===== src/rtl/eralic_pkg.sv =====
// shared constants and types for the receive alarm latch and irq block
package eralic_pkg;

  // ------------------------------------------------------------------
  // register indices (byte address is four times the index)
  // ------------------------------------------------------------------
  localparam logic [9:0] IDX_CTRL     = 10'h120;
  localparam logic [9:0] IDX_STAT1    = 10'h124;
  localparam logic [9:0] IDX_STAT2    = 10'h126;
  localparam logic [9:0] IDX_LATCH1   = 10'h128;
  localparam logic [9:0] IDX_LATCH2   = 10'h12A;
  localparam logic [9:0] IDX_IE1      = 10'h12C;
  localparam logic [9:0] IDX_IE2      = 10'h12E;
  localparam logic [9:0] IDX_FE_COUNT = 10'h134;
  localparam logic [9:0] IDX_PORT_EN  = 10'h140;

  // ------------------------------------------------------------------
  // field positions
  // ------------------------------------------------------------------
  localparam int POS_UNFRAMED  = 8;
  localparam int POS_A_BIT     = 7;
  localparam int POS_N_BIT     = 6;
  localparam int POS_ALIGN     = 5;
  localparam int POS_FRAME_LOS = 4;
  localparam int POS_REMOTE    = 3;
  localparam int POS_ONES_AIS  = 2;
  localparam int POS_OOF       = 1;
  localparam int POS_SIG_LOSS  = 0;
  localparam int POS_FE_EVENT  = 8;
  localparam int POS_FE_NZ     = 0;
  localparam int POS_ECC       = 10;
  localparam int POS_SEL_LO    = 8;
  localparam int POS_PORT_EN   = 0;

  // ------------------------------------------------------------------
  // widths and reset values
  // ------------------------------------------------------------------
  localparam int LATCH1_W = 9;
  localparam int ALIGN_W  = 11;
  localparam int COUNT_W  = 16;
  localparam logic [3:0]  FAS_BIT_CAP   = 4'hA;
  localparam logic [8:0]  RST_IE1       = 9'h000;
  localparam logic [1:0]  RST_IE2       = 2'h0;
  localparam logic [1:0]  RST_SEL       = 2'h0;
  localparam logic [15:0] RST_COUNT     = 16'h0000;
  localparam logic [31:0] RST_RDATA     = 32'h00000000;

  // ------------------------------------------------------------------
  // modes and states
  // ------------------------------------------------------------------
  typedef enum logic [1:0] {
    SEL_OOF_OCCUR = 2'h0,
    SEL_FAS_BITS  = 2'h1,
    SEL_FAS_WORDS = 2'h2,
    SEL_RESERVED  = 2'h3
  } eralic_sel_t;

  typedef enum {BUS_IDLE, BUS_ACCESS} eralic_bus_t;

endpackage


===== src/rtl/eralic_edge_latch.sv =====
// sticky change latches with write-one-to-clear
`timescale 1ns/100ps
`default_nettype none
module eralic_edge_latch
  import eralic_pkg::*;
#(
  parameter int          W         = 1,
  parameter logic [W-1:0] RISE_ONLY = '0
) (
  input  wire logic         ref_clk,
  input  wire logic         rst_b,
  input  wire logic [W-1:0] levelIn,
  input  wire logic [W-1:0] extSet,
  input  wire logic [W-1:0] clr,
  output logic      [W-1:0] latched
);

  typedef struct packed {
    logic         primed;
    logic [W-1:0] prev;
    logic [W-1:0] latch;
  } eralic_el_t;

  eralic_el_t stateReg;
  eralic_el_t stateNext;
  logic [W-1:0] setVec;

  // ------------------------------------------------------------------
  // next state
  // ------------------------------------------------------------------
  always_comb begin
    stateNext = stateReg;
    setVec    = extSet;
    if (stateReg.primed) begin
      // rise-only bits ignore the falling edge
      setVec = setVec | (levelIn & ~stateReg.prev & RISE_ONLY)
             | ((levelIn ^ stateReg.prev) & ~RISE_ONLY);
    end
    stateNext.primed = 1'b1;
    stateNext.prev   = levelIn;
    // a new event wins over a clear in the same cycle
    stateNext.latch  = (stateReg.latch & ~clr) | setVec;
  end

  always_ff @(posedge ref_clk) begin
    if (!rst_b) begin
      stateReg <= '0;
    end else begin
      stateReg <= stateNext;
    end
  end

  assign latched = stateReg.latch;

endmodule
`default_nettype wire


===== src/rtl/eralic_err_counter.sv =====
// framing error event counter with transfer on the monitor update
`timescale 1ns/100ps
`default_nettype none
module eralic_err_counter
  import eralic_pkg::*;
(
  input  wire logic               ref_clk,
  input  wire logic               rst_b,
  input  wire logic [1:0]         countSel,
  input  wire logic               countAlways,
  input  wire logic               outOfFrame,
  input  wire logic               onesAlarm,
  input  wire logic               fasCheck,
  input  wire logic [3:0]         fasBitErrs,
  input  wire logic               perfMonitorUpdate,
  output logic      [COUNT_W-1:0] framingErrorTotal
);

  typedef struct packed {
    logic               prevOof;
    logic [COUNT_W-1:0] acc;
    logic [COUNT_W-1:0] total;
  } eralic_ec_t;

  eralic_ec_t         stateReg;
  eralic_ec_t         stateNext;
  logic [3:0]         inc;
  logic [3:0]         capped;
  logic               allowed;
  logic [COUNT_W:0]   sum;
  logic [COUNT_W-1:0] accInc;

  always_comb begin
    stateNext = stateReg;
    capped    = (fasBitErrs > FAS_BIT_CAP) ? FAS_BIT_CAP : fasBitErrs;
    allowed   = countAlways | ~(outOfFrame | onesAlarm);
    inc       = 4'h0;
    unique case (eralic_sel_t'(countSel))
      SEL_OOF_OCCUR: inc = {3'h0, outOfFrame & ~stateReg.prevOof};
      SEL_FAS_BITS:  inc = (fasCheck && allowed) ? capped : 4'h0;
      SEL_FAS_WORDS: inc = {3'h0, fasCheck & allowed & (fasBitErrs != 4'h0)};
      SEL_RESERVED:  inc = 4'h0;
    endcase
    sum    = {1'b0, stateReg.acc} + {{(COUNT_W - 3){1'b0}}, inc};
    accInc = sum[COUNT_W] ? {COUNT_W{1'b1}} : sum[COUNT_W-1:0];
    stateNext.prevOof = outOfFrame;
    if (perfMonitorUpdate) begin
      // visible count moves only on the update
      stateNext.total = accInc;
      stateNext.acc   = RST_COUNT;
    end else begin
      stateNext.acc = accInc;
    end
  end

  always_ff @(posedge ref_clk) begin
    if (!rst_b) begin
      stateReg <= '0;
    end else begin
      stateReg <= stateNext;
    end
  end

  assign framingErrorTotal = stateReg.total;

endmodule
`default_nettype wire


===== src/rtl/eralic_top.sv =====
// receive alarm change latches, interrupt gating and error count access
//
// Functional notes
// - unframed-ones toggle sets latch bit 8
// - A-bit toggle sets latch bit 7
// - N-bit toggle sets latch bit 6
// - new differing alignment sets bit 5
// - frame-loss transition sets bit 4
// - remote-alarm transition sets bit 3
// - ones-alarm transition sets bit 2
// - out-of-frame transition sets bit 1
// - signal-loss transition sets bit 0
// - detected framing error sets second latch bit 8
// - count-nonzero rising edge sets bit 0
// - enable bit 8 gates unframed-ones irq
// - enable bit 7 gates A-bit irq
// - enable bit 6 gates N-bit irq
// - enable bit 5 gates alignment irq
// - enable bits 4..0 gate alarm latches
// - second enable bit 8 gates error event
// - second enable bit 0 gates count latch
// - port enable must be set for irq
// - sixteen-bit readable framing error count
// - count refreshed only on monitor update
// - two-bit select chooses counted event type
// - count control bit set keeps counting during alarms
// - nonzero flag shows count above zero
`timescale 1ns/100ps
`default_nettype none
module eralic_top
  import eralic_pkg::*;
(
  input  wire logic               ref_clk,
  input  wire logic               rst_b,
  input  wire logic               hsel,
  input  wire logic [11:0]        haddr,
  input  wire logic [1:0]         htrans,
  input  wire logic               hwrite,
  input  wire logic [2:0]         hsize,
  input  wire logic [31:0]        hwdata,
  input  wire logic               hready,
  output logic      [31:0]        hrdata,
  output logic                    hreadyout,
  output logic                    hresp,
  input  wire logic               unframedOnesState,
  input  wire logic               receivedABit,
  input  wire logic               receivedNBit,
  input  wire logic               frameLossState,
  input  wire logic               remoteAlarmState,
  input  wire logic               onesAlarmState,
  input  wire logic               outOfFrameState,
  input  wire logic               signalLossState,
  input  wire logic               alignLoad,
  input  wire logic [ALIGN_W-1:0] alignValue,
  input  wire logic               fasCheck,
  input  wire logic [3:0]         fasBitErrs,
  input  wire logic               perfMonitorUpdate,
  output logic                    portIrq
);

  // ------------------------------------------------------------------
  // state
  // ------------------------------------------------------------------
  typedef struct packed {
    eralic_bus_t        busState;
    logic [9:0]         accIdx;
    logic               accWrite;
    logic [31:0]        rdata;
    logic               readyOut;
    logic               countAlways;
    logic [1:0]         countSel;
    logic [8:0]         statusIrqEnable;
    logic               framingEventIrqEnable;
    logic               countNonzeroIrqEnable;
    logic               portStatusIrqEnable;
    logic               alignValid;
    logic [ALIGN_W-1:0] alignPrev;
    logic               irq;
  } eralic_top_t;

  eralic_top_t stateReg;
  eralic_top_t stateNext;

  logic [LATCH1_W-1:0] statusLevels;
  logic [LATCH1_W-1:0] statusExtSet;
  logic [LATCH1_W-1:0] statusClr;
  logic [LATCH1_W-1:0] statusChangeLatch;
  logic [LATCH1_W-1:0] statusHits;
  logic [1:0]          errLevels;
  logic [1:0]          errExtSet;
  logic [1:0]          errClr;
  logic [1:0]          errorEventLatch;
  logic [COUNT_W-1:0]  framingErrorTotal;
  logic                errorCountNonzero;
  logic                alignChange;
  logic                framingErrorSeen;
  logic                dataPhaseWrite;
  logic [15:0]         stat1Word;
  logic [15:0]         stat2Word;
  logic [15:0]         latch2Word;
  logic [15:0]         ie2Word;
  logic [15:0]         ctrlWord;

  // ------------------------------------------------------------------
  // helpers
  // ------------------------------------------------------------------
  function automatic logic addrPhase(input logic sel, input logic [1:0] trans,
                                     input logic rdy);
    addrPhase = sel && trans[1] && rdy;
  endfunction

  function automatic logic [15:0] placePair(input logic [1:0] pair);
    placePair = 16'h0000;
    placePair[POS_FE_EVENT] = pair[1];
    placePair[POS_FE_NZ]    = pair[0];
  endfunction

  // ------------------------------------------------------------------
  // event sources
  // ------------------------------------------------------------------
  // alignment change: only a load with a value unlike the held one
  assign alignChange = alignLoad && stateReg.alignValid
                     && (alignValue != stateReg.alignPrev);

  assign framingErrorSeen = fasCheck && (fasBitErrs != 4'h0);

  assign errorCountNonzero = (framingErrorTotal != RST_COUNT);

  always_comb begin
    statusLevels = '0;
    statusLevels[POS_UNFRAMED]  = unframedOnesState;
    statusLevels[POS_A_BIT]     = receivedABit;
    statusLevels[POS_N_BIT]     = receivedNBit;
    statusLevels[POS_FRAME_LOS] = frameLossState;
    statusLevels[POS_REMOTE]    = remoteAlarmState;
    statusLevels[POS_ONES_AIS]  = onesAlarmState;
    statusLevels[POS_OOF]       = outOfFrameState;
    statusLevels[POS_SIG_LOSS]  = signalLossState;
    statusExtSet = '0;
    statusExtSet[POS_ALIGN] = alignChange;
  end

  assign errLevels = {1'b0, errorCountNonzero};
  assign errExtSet = {framingErrorSeen, 1'b0};

  // ------------------------------------------------------------------
  // interrupt sources
  // ------------------------------------------------------------------
  // status change latches masked by their own enables
  assign statusHits = statusChangeLatch & stateReg.statusIrqEnable;

  // ------------------------------------------------------------------
  // write-one-to-clear strobes, data phase only
  // ------------------------------------------------------------------
  assign dataPhaseWrite = (stateReg.busState == BUS_ACCESS) && stateReg.accWrite;

  always_comb begin
    statusClr = '0;
    errClr    = '0;
    if (dataPhaseWrite && stateReg.accIdx == IDX_LATCH1) begin
      statusClr = hwdata[LATCH1_W-1:0];
    end
    if (dataPhaseWrite && stateReg.accIdx == IDX_LATCH2) begin
      errClr = {hwdata[POS_FE_EVENT], hwdata[POS_FE_NZ]};
    end
  end

  // ------------------------------------------------------------------
  // latches and counter
  // ------------------------------------------------------------------
  eralic_edge_latch #(
    .W         (LATCH1_W),
    .RISE_ONLY ('0)
  ) uStatusLatch (
    .ref_clk (ref_clk),
    .rst_b   (rst_b),
    .levelIn (statusLevels),
    .extSet  (statusExtSet),
    .clr     (statusClr),
    .latched (statusChangeLatch)
  );

  // only the count-nonzero bit is edge sensitive, rising only
  eralic_edge_latch #(
    .W         (2),
    .RISE_ONLY (2'h1)
  ) uErrorLatch (
    .ref_clk (ref_clk),
    .rst_b   (rst_b),
    .levelIn (errLevels),
    .extSet  (errExtSet),
    .clr     (errClr),
    .latched (errorEventLatch)
  );

  eralic_err_counter uCounter (
    .ref_clk           (ref_clk),
    .rst_b             (rst_b),
    .countSel          (stateReg.countSel),
    .countAlways       (stateReg.countAlways),
    .outOfFrame        (outOfFrameState),
    .onesAlarm         (onesAlarmState),
    .fasCheck          (fasCheck),
    .fasBitErrs        (fasBitErrs),
    .perfMonitorUpdate (perfMonitorUpdate),
    .framingErrorTotal (framingErrorTotal)
  );

  // ------------------------------------------------------------------
  // readback words
  // ------------------------------------------------------------------
  always_comb begin
    // reserved bits read back as zero
    stat1Word = {7'h00, statusLevels};
    stat1Word[POS_ALIGN] = 1'b0;
    stat2Word = {15'h0000, errorCountNonzero};
    latch2Word = placePair(errorEventLatch);
    ie2Word = placePair({stateReg.framingEventIrqEnable,
                         stateReg.countNonzeroIrqEnable});
    ctrlWord = 16'h0000;
    ctrlWord[POS_ECC] = stateReg.countAlways;
    ctrlWord[POS_SEL_LO+1 -: 2] = stateReg.countSel;
  end

  // ------------------------------------------------------------------
  // next state
  // ------------------------------------------------------------------
  always_comb begin
    stateNext = stateReg;

    // alignment reference follows every load
    if (alignLoad) begin
      stateNext.alignValid = 1'b1;
      stateNext.alignPrev  = alignValue;
    end

    // bus: address phase, then one wait cycle that acts and loads data
    unique case (stateReg.busState)
      BUS_IDLE: begin
        stateNext.readyOut = 1'b1;
        if (addrPhase(hsel, htrans, hready)) begin
          stateNext.busState = BUS_ACCESS;
          stateNext.accIdx   = haddr[11:2];
          stateNext.accWrite = hwrite;
          stateNext.readyOut = 1'b0;
        end
      end
      BUS_ACCESS: begin
        stateNext.readyOut = 1'b1;
        stateNext.busState = BUS_IDLE;
        stateNext.rdata    = RST_RDATA;
        if (stateReg.accWrite) begin
          unique case (stateReg.accIdx)
            IDX_CTRL: begin
              stateNext.countAlways = hwdata[POS_ECC];
              stateNext.countSel    = hwdata[POS_SEL_LO+1 -: 2];
            end
            IDX_IE1: begin
              stateNext.statusIrqEnable = hwdata[LATCH1_W-1:0];
            end
            IDX_IE2: begin
              stateNext.framingEventIrqEnable = hwdata[POS_FE_EVENT];
              stateNext.countNonzeroIrqEnable = hwdata[POS_FE_NZ];
            end
            IDX_PORT_EN: begin
              stateNext.portStatusIrqEnable = hwdata[POS_PORT_EN];
            end
            default: begin
              stateNext.rdata = RST_RDATA;
            end
          endcase
        end else begin
          unique case (stateReg.accIdx)
            IDX_CTRL:     stateNext.rdata = {16'h0000, ctrlWord};
            IDX_STAT1:    stateNext.rdata = {16'h0000, stat1Word};
            IDX_STAT2:    stateNext.rdata = {16'h0000, stat2Word};
            IDX_LATCH1:   stateNext.rdata = {23'h000000, statusChangeLatch};
            IDX_LATCH2:   stateNext.rdata = {16'h0000, latch2Word};
            IDX_IE1:      stateNext.rdata = {23'h000000, stateReg.statusIrqEnable};
            IDX_IE2:      stateNext.rdata = {16'h0000, ie2Word};
            IDX_FE_COUNT: stateNext.rdata = {16'h0000, framingErrorTotal};
            IDX_PORT_EN:  stateNext.rdata = {31'h00000000,
                                             stateReg.portStatusIrqEnable};
            default:      stateNext.rdata = RST_RDATA;
          endcase
        end
      end
    endcase

    // interrupt: any enabled latch, then the port gate
    // a level: drops once the latch or its enable clears
    stateNext.irq = stateReg.portStatusIrqEnable
      && (statusHits[POS_UNFRAMED]
          || statusHits[POS_A_BIT]
          || statusHits[POS_N_BIT]
          || statusHits[POS_ALIGN]
          || statusHits[POS_FRAME_LOS]
          || statusHits[POS_REMOTE]
          || statusHits[POS_ONES_AIS]
          || statusHits[POS_OOF]
          || statusHits[POS_SIG_LOSS]
          || (errorEventLatch[1] && stateReg.framingEventIrqEnable)
          || (errorEventLatch[0] && stateReg.countNonzeroIrqEnable));
  end

  // ------------------------------------------------------------------
  // registers
  // ------------------------------------------------------------------
  always_ff @(posedge ref_clk) begin
    if (!rst_b) begin
      stateReg.busState              <= BUS_IDLE;
      stateReg.accIdx                <= 10'h000;
      stateReg.accWrite              <= 1'b0;
      stateReg.rdata                 <= RST_RDATA;
      stateReg.readyOut              <= 1'b1;
      stateReg.countAlways           <= 1'b0;
      stateReg.countSel              <= RST_SEL;
      stateReg.statusIrqEnable       <= RST_IE1;
      stateReg.framingEventIrqEnable <= RST_IE2[1];
      stateReg.countNonzeroIrqEnable <= RST_IE2[0];
      stateReg.portStatusIrqEnable   <= 1'b0;
      stateReg.alignValid            <= 1'b0;
      stateReg.alignPrev             <= '0;
      stateReg.irq                   <= 1'b0;
    end else begin
      stateReg <= stateNext;
    end
  end

  // ------------------------------------------------------------------
  // outputs
  // ------------------------------------------------------------------
  assign hrdata    = stateReg.rdata;
  assign hreadyout = stateReg.readyOut;
  // transfers always complete without error
  assign hresp     = 1'b0;
  assign portIrq   = stateReg.irq;

endmodule
`default_nettype wire


===== config.mk =====
export PLATFORM = sky130hd
export DESIGN_NAME = eralic_top
export DESIGN_NICKNAME = d
export VERILOG_FILES = /design/src/rtl/eralic_pkg.sv /design/src/rtl/eralic_edge_latch.sv /design/src/rtl/eralic_err_counter.sv /design/src/rtl/eralic_top.sv
export SDC_FILE = /design/constraint.sdc
export NUM_CORES = 1
export LEC_CHECK = 0
export BUFFER_PORTS_ARGS = -buffer_cell sky130_fd_sc_hd__buf_2
export CORE_ASPECT_RATIO = 1.1
export CORE_MARGIN = 10
export CORE_UTILIZATION = 30
export DETAILED_ROUTE_END_ITERATION = 8
export SYNTH_ARGS = -nofsm -noshare
export SYNTH_HDL_FRONTEND = slang
export SYNTH_SLANG_ARGS = --single-unit

===== constraint.sdc =====
create_clock -name ref_clk -period 8.6 [get_ports ref_clk]
set_input_delay 0.43 -clock ref_clk [delete_from_list [all_inputs] [get_ports ref_clk]]
set_output_delay 0.43 -clock ref_clk [all_outputs]
set_load 0.01 [all_outputs]

; Word level (Yosys, flattened, before mapping)
; Cells that the tools add are included.
[op_classes]
n_bitwise = 22
n_mux = 16
add_sub_neg = 1
eq_ne = 16
n_lt_le_gt_ge = 1
n_reduce_logical = 32
[ops]
columns = operator, count
row1 = $pmux 16 s9, 1
row2 = $eq 10x9->1 const B, 9
row3 = $pmux 32 s2, 1
row4 = $mux 43, 1
row5 = $eq 32x1->1 const B, 1
row6 = $eq 32x2->1 const B, 1
row7 = $logic_not 32->1, 1
row8 = $mux 32, 1
row9 = $mux 19, 1
row10 = $and 9x9->9, 2
row11 = $mux 9, 2
row12 = $add 16x4->17, 1
row13 = $mux 16, 1
row14 = $pmux 4 s4, 1
row15 = $reduce_bool 16->1, 1
row16 = $logic_and 1x1->1, 12
row17 = $reduce_and 3->1, 4
row18 = $ne 11x11->1, 1
row19 = $logic_or 1x1->1, 10
row20 = $not 9->9, 1
row21 = $or 6x9->9, 1
row22 = $or 9x9->9, 1
row23 = $xor 9x9->9, 1
row24 = $mux 4, 2
row25 = other kinds (20), 30
[totals]
input_bits = 80
output_inout_bits = 35
wordCells = 113
register_bits = 161

; Depth between registers and ports, before layout
; Gate-level depths: netlist of the first run.
[depth]
word_depth = 12
mapped_depth = 14
depth_no_buf = 12

; Modules after synthesis
; From an unflattened synthesis of the first run, not the netlist that was laid out.
[unflattened]
cells_unflattened = 637
area_unflattened_um2 = 5677.9
[by_module_without_submodules]
columns = module, cells_per_inst, n_inst, seq_area_each_um2, area_per_inst_um2
row1 = eralic_top, 356, 1, 1141.1, 3119.2
row2 = eralic_err_counter, 189, 1, 660.6, 1631.6
row3 = eralic_edge_latch (uStatusLatch), 75, 1, 380.4, 743.2
row4 = eralic_edge_latch (uErrorLatch), 17, 1, 100.1, 183.9

; Worst setup path after synthesis of the first run
; Ideal clock, no wire load.
[synth_path]
kind = input-to-reg
from = input fasBitErrs[2]
to = register uCounter.stateReg, in the netlist uCounter.framingErrorTotal[10]
t_arrival_ns = 2.891
path_buffers = 2
setup_slack_ns = 5.572
cell_stages = 13
t_required_ns = 8.463
setup_time_ns = 0.137
cell_sequence = o41ai_1 > o21ai_0 > a32oi_1 > nor2_1 > ha_1 > fa_1 > a21o_1 > a21o_1 > nand2_1 > or3_1 > clkbuf_1 > clkbuf_1 > a31oi_1
[synth_between]
elab_chain_len = 6
word_cells_on_any_way = 8
classes_between = add/sub: 1 / order compare: 1 / mux: 4 / bitwise: 1 / reduce/logical: 1
[synth_lines]
columns = element, line
row1 = "start, declared", eralic_top.sv:56  ; input wire logic [3:0] fasBitErrs,
row2 = $gt 4x4->1, eralic_err_counter.sv:35  ; capped = (fasBitErrs > FAS_BIT_CAP) ? FAS_BIT_CAP : fasBitErrs;
row3 = $mux 4, eralic_err_counter.sv:35
row4 = $mux 4, eralic_err_counter.sv:40  ; SEL_FAS_BITS: inc = (fasCheck && allowed) ? capped : 4'h0;
row5 = $pmux 4 s4 (*), eralic_err_counter.sv:38  ; unique case (eralic_sel_t'(countSel))
row6 = $add 16x4->17 (*), eralic_err_counter.sv:44  ; sum = {1'b0, stateReg.acc} + {{(COUNT_W - 3){1'b0}}, inc};
row7 = $mux 16 (*), eralic_err_counter.sv:45  ; accInc = sum[COUNT_W] ? {COUNT_W{1'b1}} : sum[COUNT_W-1:0];
row8 = "end signal, assigned", eralic_err_counter.sv:60  ; stateReg <= stateNext;
row9 = "end, declared", eralic_err_counter.sv:25  ; eralic_ec_t stateReg;
; Every way passes the cells marked *; elsewhere a longest branch is shown, timed or not.
; A chain may end at the register's enable or synchronous reset.

; Worst setup path in the final report of the first run
[layout_path]
from = input fasBitErrs[2]
to = register uCounter.stateReg, in the netlist uCounter.framingErrorTotal[5]
; The elaborated chain is that of the path after synthesis.

==> results, run 1 <==
- Setup repair after global routing left no endpoint under its margin.
- The setup path with the least slack is of type input pin to flop.
- After detailed routing, the average wire length per cell comes to around 16 µm.
- Of the total power, the share spent switching nets is 0.245.
- The post-cts sizing count is 0.
- The run finished with clean final reports.
- The fraction of the core area covered by cells at the end of the flow is 0.344.
- The period utilization is 0.367.
- Max-cap violations in this run came to 0.
- The die covers 0.0231 mm².
- The H-tree was split into 3 levels.
- The cell type with the highest aggregate area in the netlist is sky130_fd_sc_hd__dfxtp_1.
- The first-pass iteration count of the detailed router is 4.
- The number of clock sinks is 110.
- The peak supply drop is 0.000133 V.
- The count of endpoints failing hold in the final timing report is 0.
- The global-route wire length before repair is about 21 mm.
- The clock latency on the worst-skew pair is roughly 0.35 ns.
- The number of setup buffers added after CTS is 0.
- The CTS buffer count is 9.
- The post-synthesis async set-or-reset flop share is 0.
- For this run, the total global-route usage over all layers was measured as 0.114.
- Static timing analysis puts the maximum clock frequency at between 0.3 and 0.4 GHz.
- After the last flow step, the layout net total stands at approximately 700.
- The detailed router placed about 4200 vias in this run.
- Averaged over all synthesized cells, the footprint is between 8 and 9 µm².
- The proportion of power drawn by combinational gates is 0.070.
- By area the synthesized netlist is led by sky130_fd_sc_hd__dfxtp_1 42%, sky130_fd_sc_hd__mux2i_1 5.0%, sky130_fd_sc_hd__buf_4 4.9%, sky130_fd_sc_hd__nor2_1 4.8%, sky130_fd_sc_hd__xor2_1 4.2%.
- The actual slew at the worst max-slew pin is approximately 0.94 ns.
- The initial utilization of the core area, before any placement, comes to 0.306.
- The worst hold path belongs to the class input pin to flop.
- The area added between synthesis and finish is 12.2%.
- The flip-flop and latch count after synthesis is 110.
- Routability-driven placement finished with a final weighted congestion of 0.853.
- The first-iteration detailed-routing DRC count is between 300 and 400.
- The time the final worst path needs with I/O delays and setup is ~3.2 ns.
- The share of layout cells above drive strength 1 is 0.161.
- For this design the total switching power over the nets is ~260 µW.
- The element type at the critical path end is a flop.
- The highest net fanout along the worst path is 14.
- The internal power summed over all cells is approximately 800 µW.
- The total of hold buffers inserted after clock tree synthesis is 0.
- Setup violations remaining at the end of the flow were counted as 0.
- The clock-pin transition on the worst setup and hold timing paths is 0.07 ns.
- The worst register-to-register path has a depth of 11.
- The part of the total power dissipated in sequential elements is 0.513.
- The normalized max-slew margin is 0.367.
- The number of antenna violations at the first check in global routing is 2.
- The worst setup path is launched from an input pin.
- The via count of the first global-routing pass came to between 4000 and 5000.
- The via density per instance is a little under 5.
- Input and output buffers added on the ports amount to 70.
- The core area is ~0.017 mm².
- STA puts the critical path data arrival time at roughly 3.4 ns.
- The count of flip-flops with a built-in enable after synthesis is 0.
- The longest clock path from root to sink contains 2 buffers.
- The synthesis warning total is 0.
- Entering global routing, the biggest net connects 52 pins.
- The share of the synthesized area in the top cell type is 0.422.
- The floorplan step set the die width to around 150 µm.
- Synthesis instantiated ~70 different standard cells from the library.
- The total I/O pin count is 115.
- The count of antenna-violating nets left after detailed routing is 0.
- Data on the critical path is required at its endpoint by 8.81 ns.
- The total power divided by cell area is approximately 180 mW/mm².
- For this run, design rule violations remaining after detail routing come to 0.
- The post-synthesis instance total is around 590.
- The leakage power figure is roughly 2.3 nW.
- The vertical die dimension is approximately 160 µm.
- The worst hold path passes through 3 cells.
- The count of final max-slew check failures was 0.
- For the final routed database, the setup TNS stands at 0 ns.
- The share of total power dissipated in the clock network is 0.417.
- The remaining global-route overflow is 0.
- In the synthesized netlist the dominant register cell turns out to be sky130_fd_sc_hd__dfxtp_1.
- The CTS tree is built.
- The final layout contains routed wiring with a total length of 13.4 mm.
- The library cell used as clock root buffer is sky130_fd_sc_hd__clkbuf_16.
- On the final layout, the worst clock skew is about 0.0094 ns.
- The share of the yosys chip area belonging to registers is 0.422.
- The post-synthesis instance area is between 0.005 and 0.006 mm².
- The number of cell rows is 50.
- The placed wire-length estimate after detailed placement is about 10 mm.
-- worst max-delay path, stage by stage --
cell and delay, ns:
sky130_fd_sc_hd__buf_2 0.12, sky130_fd_sc_hd__o41ai_1 0.59, sky130_fd_sc_hd__o21ai_0 0.16, sky130_fd_sc_hd__a32oi_1 0.20, sky130_fd_sc_hd__nor2_1 0.08, sky130_fd_sc_hd__ha_1 0.23
sky130_fd_sc_hd__fa_1 0.41, sky130_fd_sc_hd__a21o_1 0.23, sky130_fd_sc_hd__a21o_1 0.27, sky130_fd_sc_hd__nand2_1 0.12, sky130_fd_sc_hd__or3_1 0.41, sky130_fd_sc_hd__a31oi_1 0.14
-- path summary, 6_finish.rpt --
check                                          startpoint                                          to  slack (ns)
worst max-delay path                        fasBitErrs[2]  uCounter.framingErrorTotal[5]$_SDFFE_PN0P_        5.45
worst max register to register  ctrlWord[10]$_SDFFE_PN0P_  uCounter.framingErrorTotal[0]$_SDFFE_PN0P_        5.51
worst min register to register     hrdata[5]$_SDFFE_PN0N_                      hrdata[5]$_SDFFE_PN0N_        0.45
worst min-delay path                            hwdata[9]                    ctrlWord[9]$_SDFFE_PN0P_        0.31
-- cells in the mapped netlist (3+ instances only) --
cell                         n
sky130_fd_sc_hd__a211oi_1    7
sky130_fd_sc_hd__a21o_1      3
sky130_fd_sc_hd__a21oi_1    36
sky130_fd_sc_hd__a221o_1     5
sky130_fd_sc_hd__a22o_1      9
sky130_fd_sc_hd__a22oi_1     9
sky130_fd_sc_hd__a31oi_1     7
sky130_fd_sc_hd__a32o_1      8
sky130_fd_sc_hd__a32oi_1     4
sky130_fd_sc_hd__and2_1     11
sky130_fd_sc_hd__and3_1      5
sky130_fd_sc_hd__and4_1      3
sky130_fd_sc_hd__buf_1       4
sky130_fd_sc_hd__buf_4      34
sky130_fd_sc_hd__clkbuf_1   25
sky130_fd_sc_hd__dfxtp_1   110
sky130_fd_sc_hd__ha_1        5
sky130_fd_sc_hd__inv_1       7
sky130_fd_sc_hd__mux2_2      3
sky130_fd_sc_hd__mux2i_1    26
sky130_fd_sc_hd__nand2_1    50
sky130_fd_sc_hd__nand2b_1    4
sky130_fd_sc_hd__nand3_1    13
sky130_fd_sc_hd__nand4_1     6
sky130_fd_sc_hd__nand4b_1    3
sky130_fd_sc_hd__nor2_1     67
sky130_fd_sc_hd__nor2b_1     8
sky130_fd_sc_hd__nor3_1     10
sky130_fd_sc_hd__nor3b_1     4
sky130_fd_sc_hd__nor4_1      8
sky130_fd_sc_hd__o21ai_0    21
sky130_fd_sc_hd__or3_1       3
sky130_fd_sc_hd__xor2_1     25
-- state kept, by name, indices dropped and copies added (netlist names) --
signal	cells
uErrorLatch.latched	2
uStatusLatch.stateReg	8
uCounter.framingErrorTotal	16
hrdata	16
uStatusLatch.latched	9
ie2Word	2
uCounter.stateReg	16
uErrorLatch.stateReg	2
hreadyout	1
ctrlWord	3
portIrq	1
stateReg	34
-- cells by family after synthesis --
logic type               share of synthesized area
AO/OA/AOI/OAI                                0.171
XOR/XNOR                                    0.0437
adder cells (fa/ha/maj)                     0.0158
buffers and inverters                       0.0809
flip-flops                                   0.422
multiplexers                                0.0564
other                                     0.000719
AND/OR/NAND/NOR                              0.210
-- per-stage QoR --
step           std cells  setup slack, ns  power, mW  hold slack (ns)  cell area [µm²]
2_1_floorplan        601             5.57      0.602            0.426             5270
3_3_place_gp         840             5.05      0.625            0.439             5530
3_5_place_dp         840             5.06      0.626            0.437             5530
4_1_cts              856             5.41       1.06            0.311             5850
5_1_grt              856             5.07       1.10            0.316             5850
6_report             857             5.45       1.05            0.308             5850
-- layout by cell type, fill, tap and decap left out, drive strengths merged, types with 5 or more instances in the layout --
master    n
inv      10
nor3     12
nor2     67
nor2b     8
dfxtp   110
clkbuf   10
o21ai    22
xor2     25
buf      71
nand3    13
a22oi     9
a31oi     7
ha        5
and3      5
a211oi    7
mux2i    26
nand4     6
nor4      8
nand2b    5
a22o      9
a221o     5
conb     17
and2     11
nor3b     5
nand2    50
a21oi    36
a32o      8
-- layer usage --
metal  share of wire  up-vias  global-route usage
met5         0.00067        -                   0
met4           0.021        2              0.0424
met3           0.056       22              0.0341
met2            0.49       94               0.198
met1            0.43     1954               0.131
li1                -     2109                   -
-- cell type report --
class | instances | area (µm²)
clock inverter | 6 | 76.3
fill | 1801 | 11200
sequential | 110 | 2200
inverter | 8 | 30.0
antenna | 1 | 2.50
multi-input combinational | 417 | 2650
clock buffer | 10 | 239
timing repair buffer | 71 | 358
tap | 234 | 293
-- power by group through the flow --
stage                     clock (mW)  sequential, mW  combinational, mW
after floorplan                    0           0.546             0.0559
after global placement             0           0.552             0.0731
after detailed placement           0           0.552             0.0739
after CTS                      0.450           0.540             0.0742
after global routing           0.471           0.543             0.0837
final                          0.440           0.541             0.0740
(Power assumes the default switching activity.)
==> inputs of run 2 (changes only) <==
==> constraint.sdc (replaced) <==
create_clock -name ref_clk -period 2.8 [get_ports ref_clk]
set_input_delay 0.14 -clock ref_clk [delete_from_list [all_inputs] [get_ports ref_clk]]
set_output_delay 0.14 -clock ref_clk [all_outputs]
set_load 0.01 [all_outputs]
==> run 2 against run 1 <==
  * Design area up 2.9%
  * Largest cell class unchanged
  * Register-to-register slack worse by 5.3 ns
  * First-iteration DRC count down 21%
  * Largest power group unchanged
  * Global-route usage up 0.17 points
  * Setup slack worse by 5.2 ns
  * Sequential share of layout area down 1.1 points
  * Sequential power rose to 3.1 times the previous value
  * Combinational power rose to 3.2 times the previous value
  * Utilization up 0.99 points
  * Count of clock-buffer cells in the layout down 1
==> results, run 2 (synthesized netlist as in run 1, its figures left out) <==
- The worst setup path category is flop to flop (was input pin to flop).
- The number of cell rows is 50 (unchanged).
- The global router's overall resource usage is 0.116 (was 0.114).
- The actual slew at the worst max-slew pin came to 0.717 ns (was 0.944 ns).
- The area added between synthesis and finish is 15.5% (was 12.2%).
- The clock-pin transition on the worst setup and hold timing paths is 0.07 ns (about the same).
- The core area was 0.0170 mm² (unchanged).
- The critical path buffer and inverter count was 1 (unchanged).
- The dominant delay contributor by cell family on the critical path is simple AND/OR/NAND/NOR gates (was compound AO/OA/AOI/OAI gates).
- The maximum buffer depth of the clock tree is 2 (unchanged).
- The register-to-register setup slack is 0.26 ns (was 5.51 ns).
- The worst hold path class is input pin to flop (unchanged).
- The via density per instance is 4.87 (was 4.88).
- The path depth of the worst reg2reg path is 10 (was 11).
- The antenna cell count is 0 (was 1).
- The final setup TNS is 0 ns (unchanged).
- The total wire length after detailed routing is 13.6 mm (was 13.4 mm).
- The launching element type of the critical path is a flop (was input pin).
- The total power divided by cell area came to 530 mW/mm² (was 180 mW/mm²).
- The routed design could run at a clock period as short as ~2.5 ns.
- The required time reported for the critical path endpoint is 3.01 ns (was 8.81 ns).
- The register name with the most flops is stateReg (unchanged).
- The first-pass iteration count of the detailed router is 5 (was 4).
- The vertical die dimension is 158 µm (unchanged).
- The remaining global-route overflow came to 0 (unchanged).
- The die footprint was 0.0231 mm² (unchanged).
- The minimum hold slack came to 0.0262 ns (was 0.308 ns).
- The highest net fanout along the worst path is 6 (was 14).
- The CTS buffer count is 9 (unchanged).
- The peak supply drop is 0.000354 V (was 0.000133 V).
- The final net count is 724 (was 703).
- The clock latency on the worst-skew pair was 0.35 ns (about the same).
- The total of hold buffers inserted after clock tree synthesis came to 0 (unchanged).
- The period utilization is 0.909.
- The library cell used as clock root buffer is sky130_fd_sc_hd__clkbuf_16 (unchanged).
- The leakage power figure is 2.44 nW (was 2.33 nW).
- The hold-critical path endpoint is stateReg[63]$_SDFFE_PN0P_ (was ctrlWord[9]$_SDFFE_PN0P_).
- The timing startpoint of the critical path is ctrlWord[10]$_SDFFE_PN0P_ (was fasBitErrs[2]).
- The data arrival time of the critical path came to 2.75 ns (was 3.36 ns).
- The normalized max-slew margin is 0.520 (was 0.367).
- The via count of the first global-routing pass came to 4244 (was 4162).
- The beginning of the worst hold path is haddr[3] (was hwdata[9]).
- The number of failing setup endpoints in the final timing report is 0 (unchanged).
- The worst reg2reg path endpoint was uCounter.stateReg[27]$_SDFF_PP0_ (was uCounter.framingErrorTotal[0]$_SDFFE_PN0P_).
- The number of clock sinks is 110 (unchanged).
- The critical path's largest stage delay is 0.37 ns (was 0.59 ns).
- The starting utilization of the core area was 0.306 (unchanged).
- The beginning of the worst register-to-register path is ctrlWord[10]$_SDFFE_PN0P_ (unchanged).
- Outcome: finished clean (unchanged).
- The number of antenna violations at the first check in global routing was 1 (was 2).
- The global-route wire length before repair was 21.9 mm (was 21.4 mm).
- The most used cell along the critical path is sky130_fd_sc_hd__nor2_1 (was sky130_fd_sc_hd__a21o_1).
- The count of endpoints failing hold in the final timing report is 0 (unchanged).
- The width of the chip is 146 µm (unchanged).
- The DRC violation count after routing is 0 (unchanged).
- The number of max-capacitance violations reported is 0 (unchanged).
- The first-iteration detailed-routing DRC count came to 262 (was 332).
- The maximum clock rate is 0.393 GHz.
- The count of cells along the worst hold path is 3 (unchanged).
- The placed wire-length estimate after detailed placement was 10.4 mm (was 10.1 mm).
- The final weighted congestion in routability-driven placement is 0.869 (was 0.853).
- The overall via count from detail_route came to 4267 (was 4181).
- The final setup slack of the worst path is 0.256 ns (was 5.45 ns).
- The count of antenna-violating nets left after detailed routing is 0 (unchanged).
- RSZ-0062 raised after global routing: false (unchanged).
- Most frequent cells in the layout: 110 x sky130_fd_sc_hd__dfxtp_1, 70 x sky130_fd_sc_hd__buf_2, 67 x sky130_fd_sc_hd__nor2_1 (unchanged).
- The number of H-tree levels is 3 (unchanged).
- The commonest non-fill, non-tap cell in the layout is sky130_fd_sc_hd__dfxtp_1 (unchanged).
- The cell type of the slowest stage on the worst timing path is sky130_fd_sc_hd__or3_1 (was sky130_fd_sc_hd__o41ai_1).
- The count of final max-slew check failures is 0 (unchanged).
- The element type at the critical path end was a flop (unchanged).
- The maximum number of pins on one net before global-route repair is 52 (unchanged).
- The wire length per cell is 15.5 µm (was 15.6 µm).
- The number of port buffers is 70 (unchanged).
- Cell Chain, Critical Path: nor2_1, or3_1, nor2_1, buf_4, ha_1, a211oi_1, o21bai_2, nand3_1, xor2_1, a21oi_1 (was buf_2, o41ai_1, o21ai_0, a32oi_1, nor2_1, ha_1, fa_1, a21o_1, a21o_1, nand2_1, or3_1, a31oi_1).
- The share of layout cells above drive strength 1 was 0.194 (was 0.161).
- The CTS tree is built (unchanged).
- The setup skew after layout is 0.00504 ns (was 0.00941 ns).
- The flip-flop count of the largest register after layout was 34 (unchanged).
- The minimum setup slack after placement is -0.120 ns (was 5.06 ns).
- The total I/O pin count is 115 (unchanged).
==> run 2: metal layers <==
layer,track usage,part of all wire
met1,0.131,0.43
met2,0.207,0.50
met3,0.0312,0.045
met4,0.0429,0.018
met5,0,0.0015
==> run 2: tightest hold or removal path, stage by stage <==
cell and delay (ns):
sky130_fd_sc_hd__buf_2 0.10, sky130_fd_sc_hd__nand2_1 0.05, sky130_fd_sc_hd__a21oi_1 0.05
==> run 2: worst max-delay path by stage <==
stage,end,slack [ns],cells past startpoint
final,uCounter.stateReg[27]$_SDFF_PP0_,0.26,10
after global routing,uCounter.stateReg[27]$_SDFF_PP0_,0.01,10
after CTS,uCounter.framingErrorTotal[0]$_SDFFE_PN0P_,0.17,11
after detailed placement,uCounter.framingErrorTotal[0]$_SDFFE_PN0P_,-0.12,13
after global placement,uCounter.framingErrorTotal[10]$_SDFFE_PN0P_,0.02,13
after floorplan,uCounter.framingErrorTotal[10]$_SDFFE_PN0P_,0.06,13
==> run 2: layout make-up <==
type	instances	area, µm²
clock inverter	7	73.8
fill	1820	11000
timing repair buffer	92	515
multi-input combinational	417	2680
clock buffer	9	225
inverter	8	30.0
sequential	110	2200
tap	234	293
==> run 2: metrics by stage <==
stage | total power [mW] | instance area (µm²) | util | instances
2_1_floorplan | 1.85 | 5270 | - | 601
3_3_place_gp | 1.93 | 5690 | 0.334 | 861
3_5_place_dp | 1.93 | 5690 | 0.334 | 861
4_1_cts | 3.22 | 6000 | 0.352 | 877
5_1_grt | 3.33 | 6020 | 0.354 | 877
6_report | 3.19 | 6020 | 0.354 | 877
==> run 2: power breakdown <==
| part | switching [mW] | total, mW | internal, mW |
|---|---|---|---|
| logic | 0.135 | 0.238 | 0.103 |
| clock network | 0.595 | 1.29 | 0.697 |
| registers | 0.0446 | 1.66 | 1.61 |
| total | 0.774 | 3.19 | 2.41 |
==> run 2: what timing repair did <==
item,in CTS,in global routing
resized for setup,1,4
setup endpoints to repair,3,20
buffers inserted,0,0
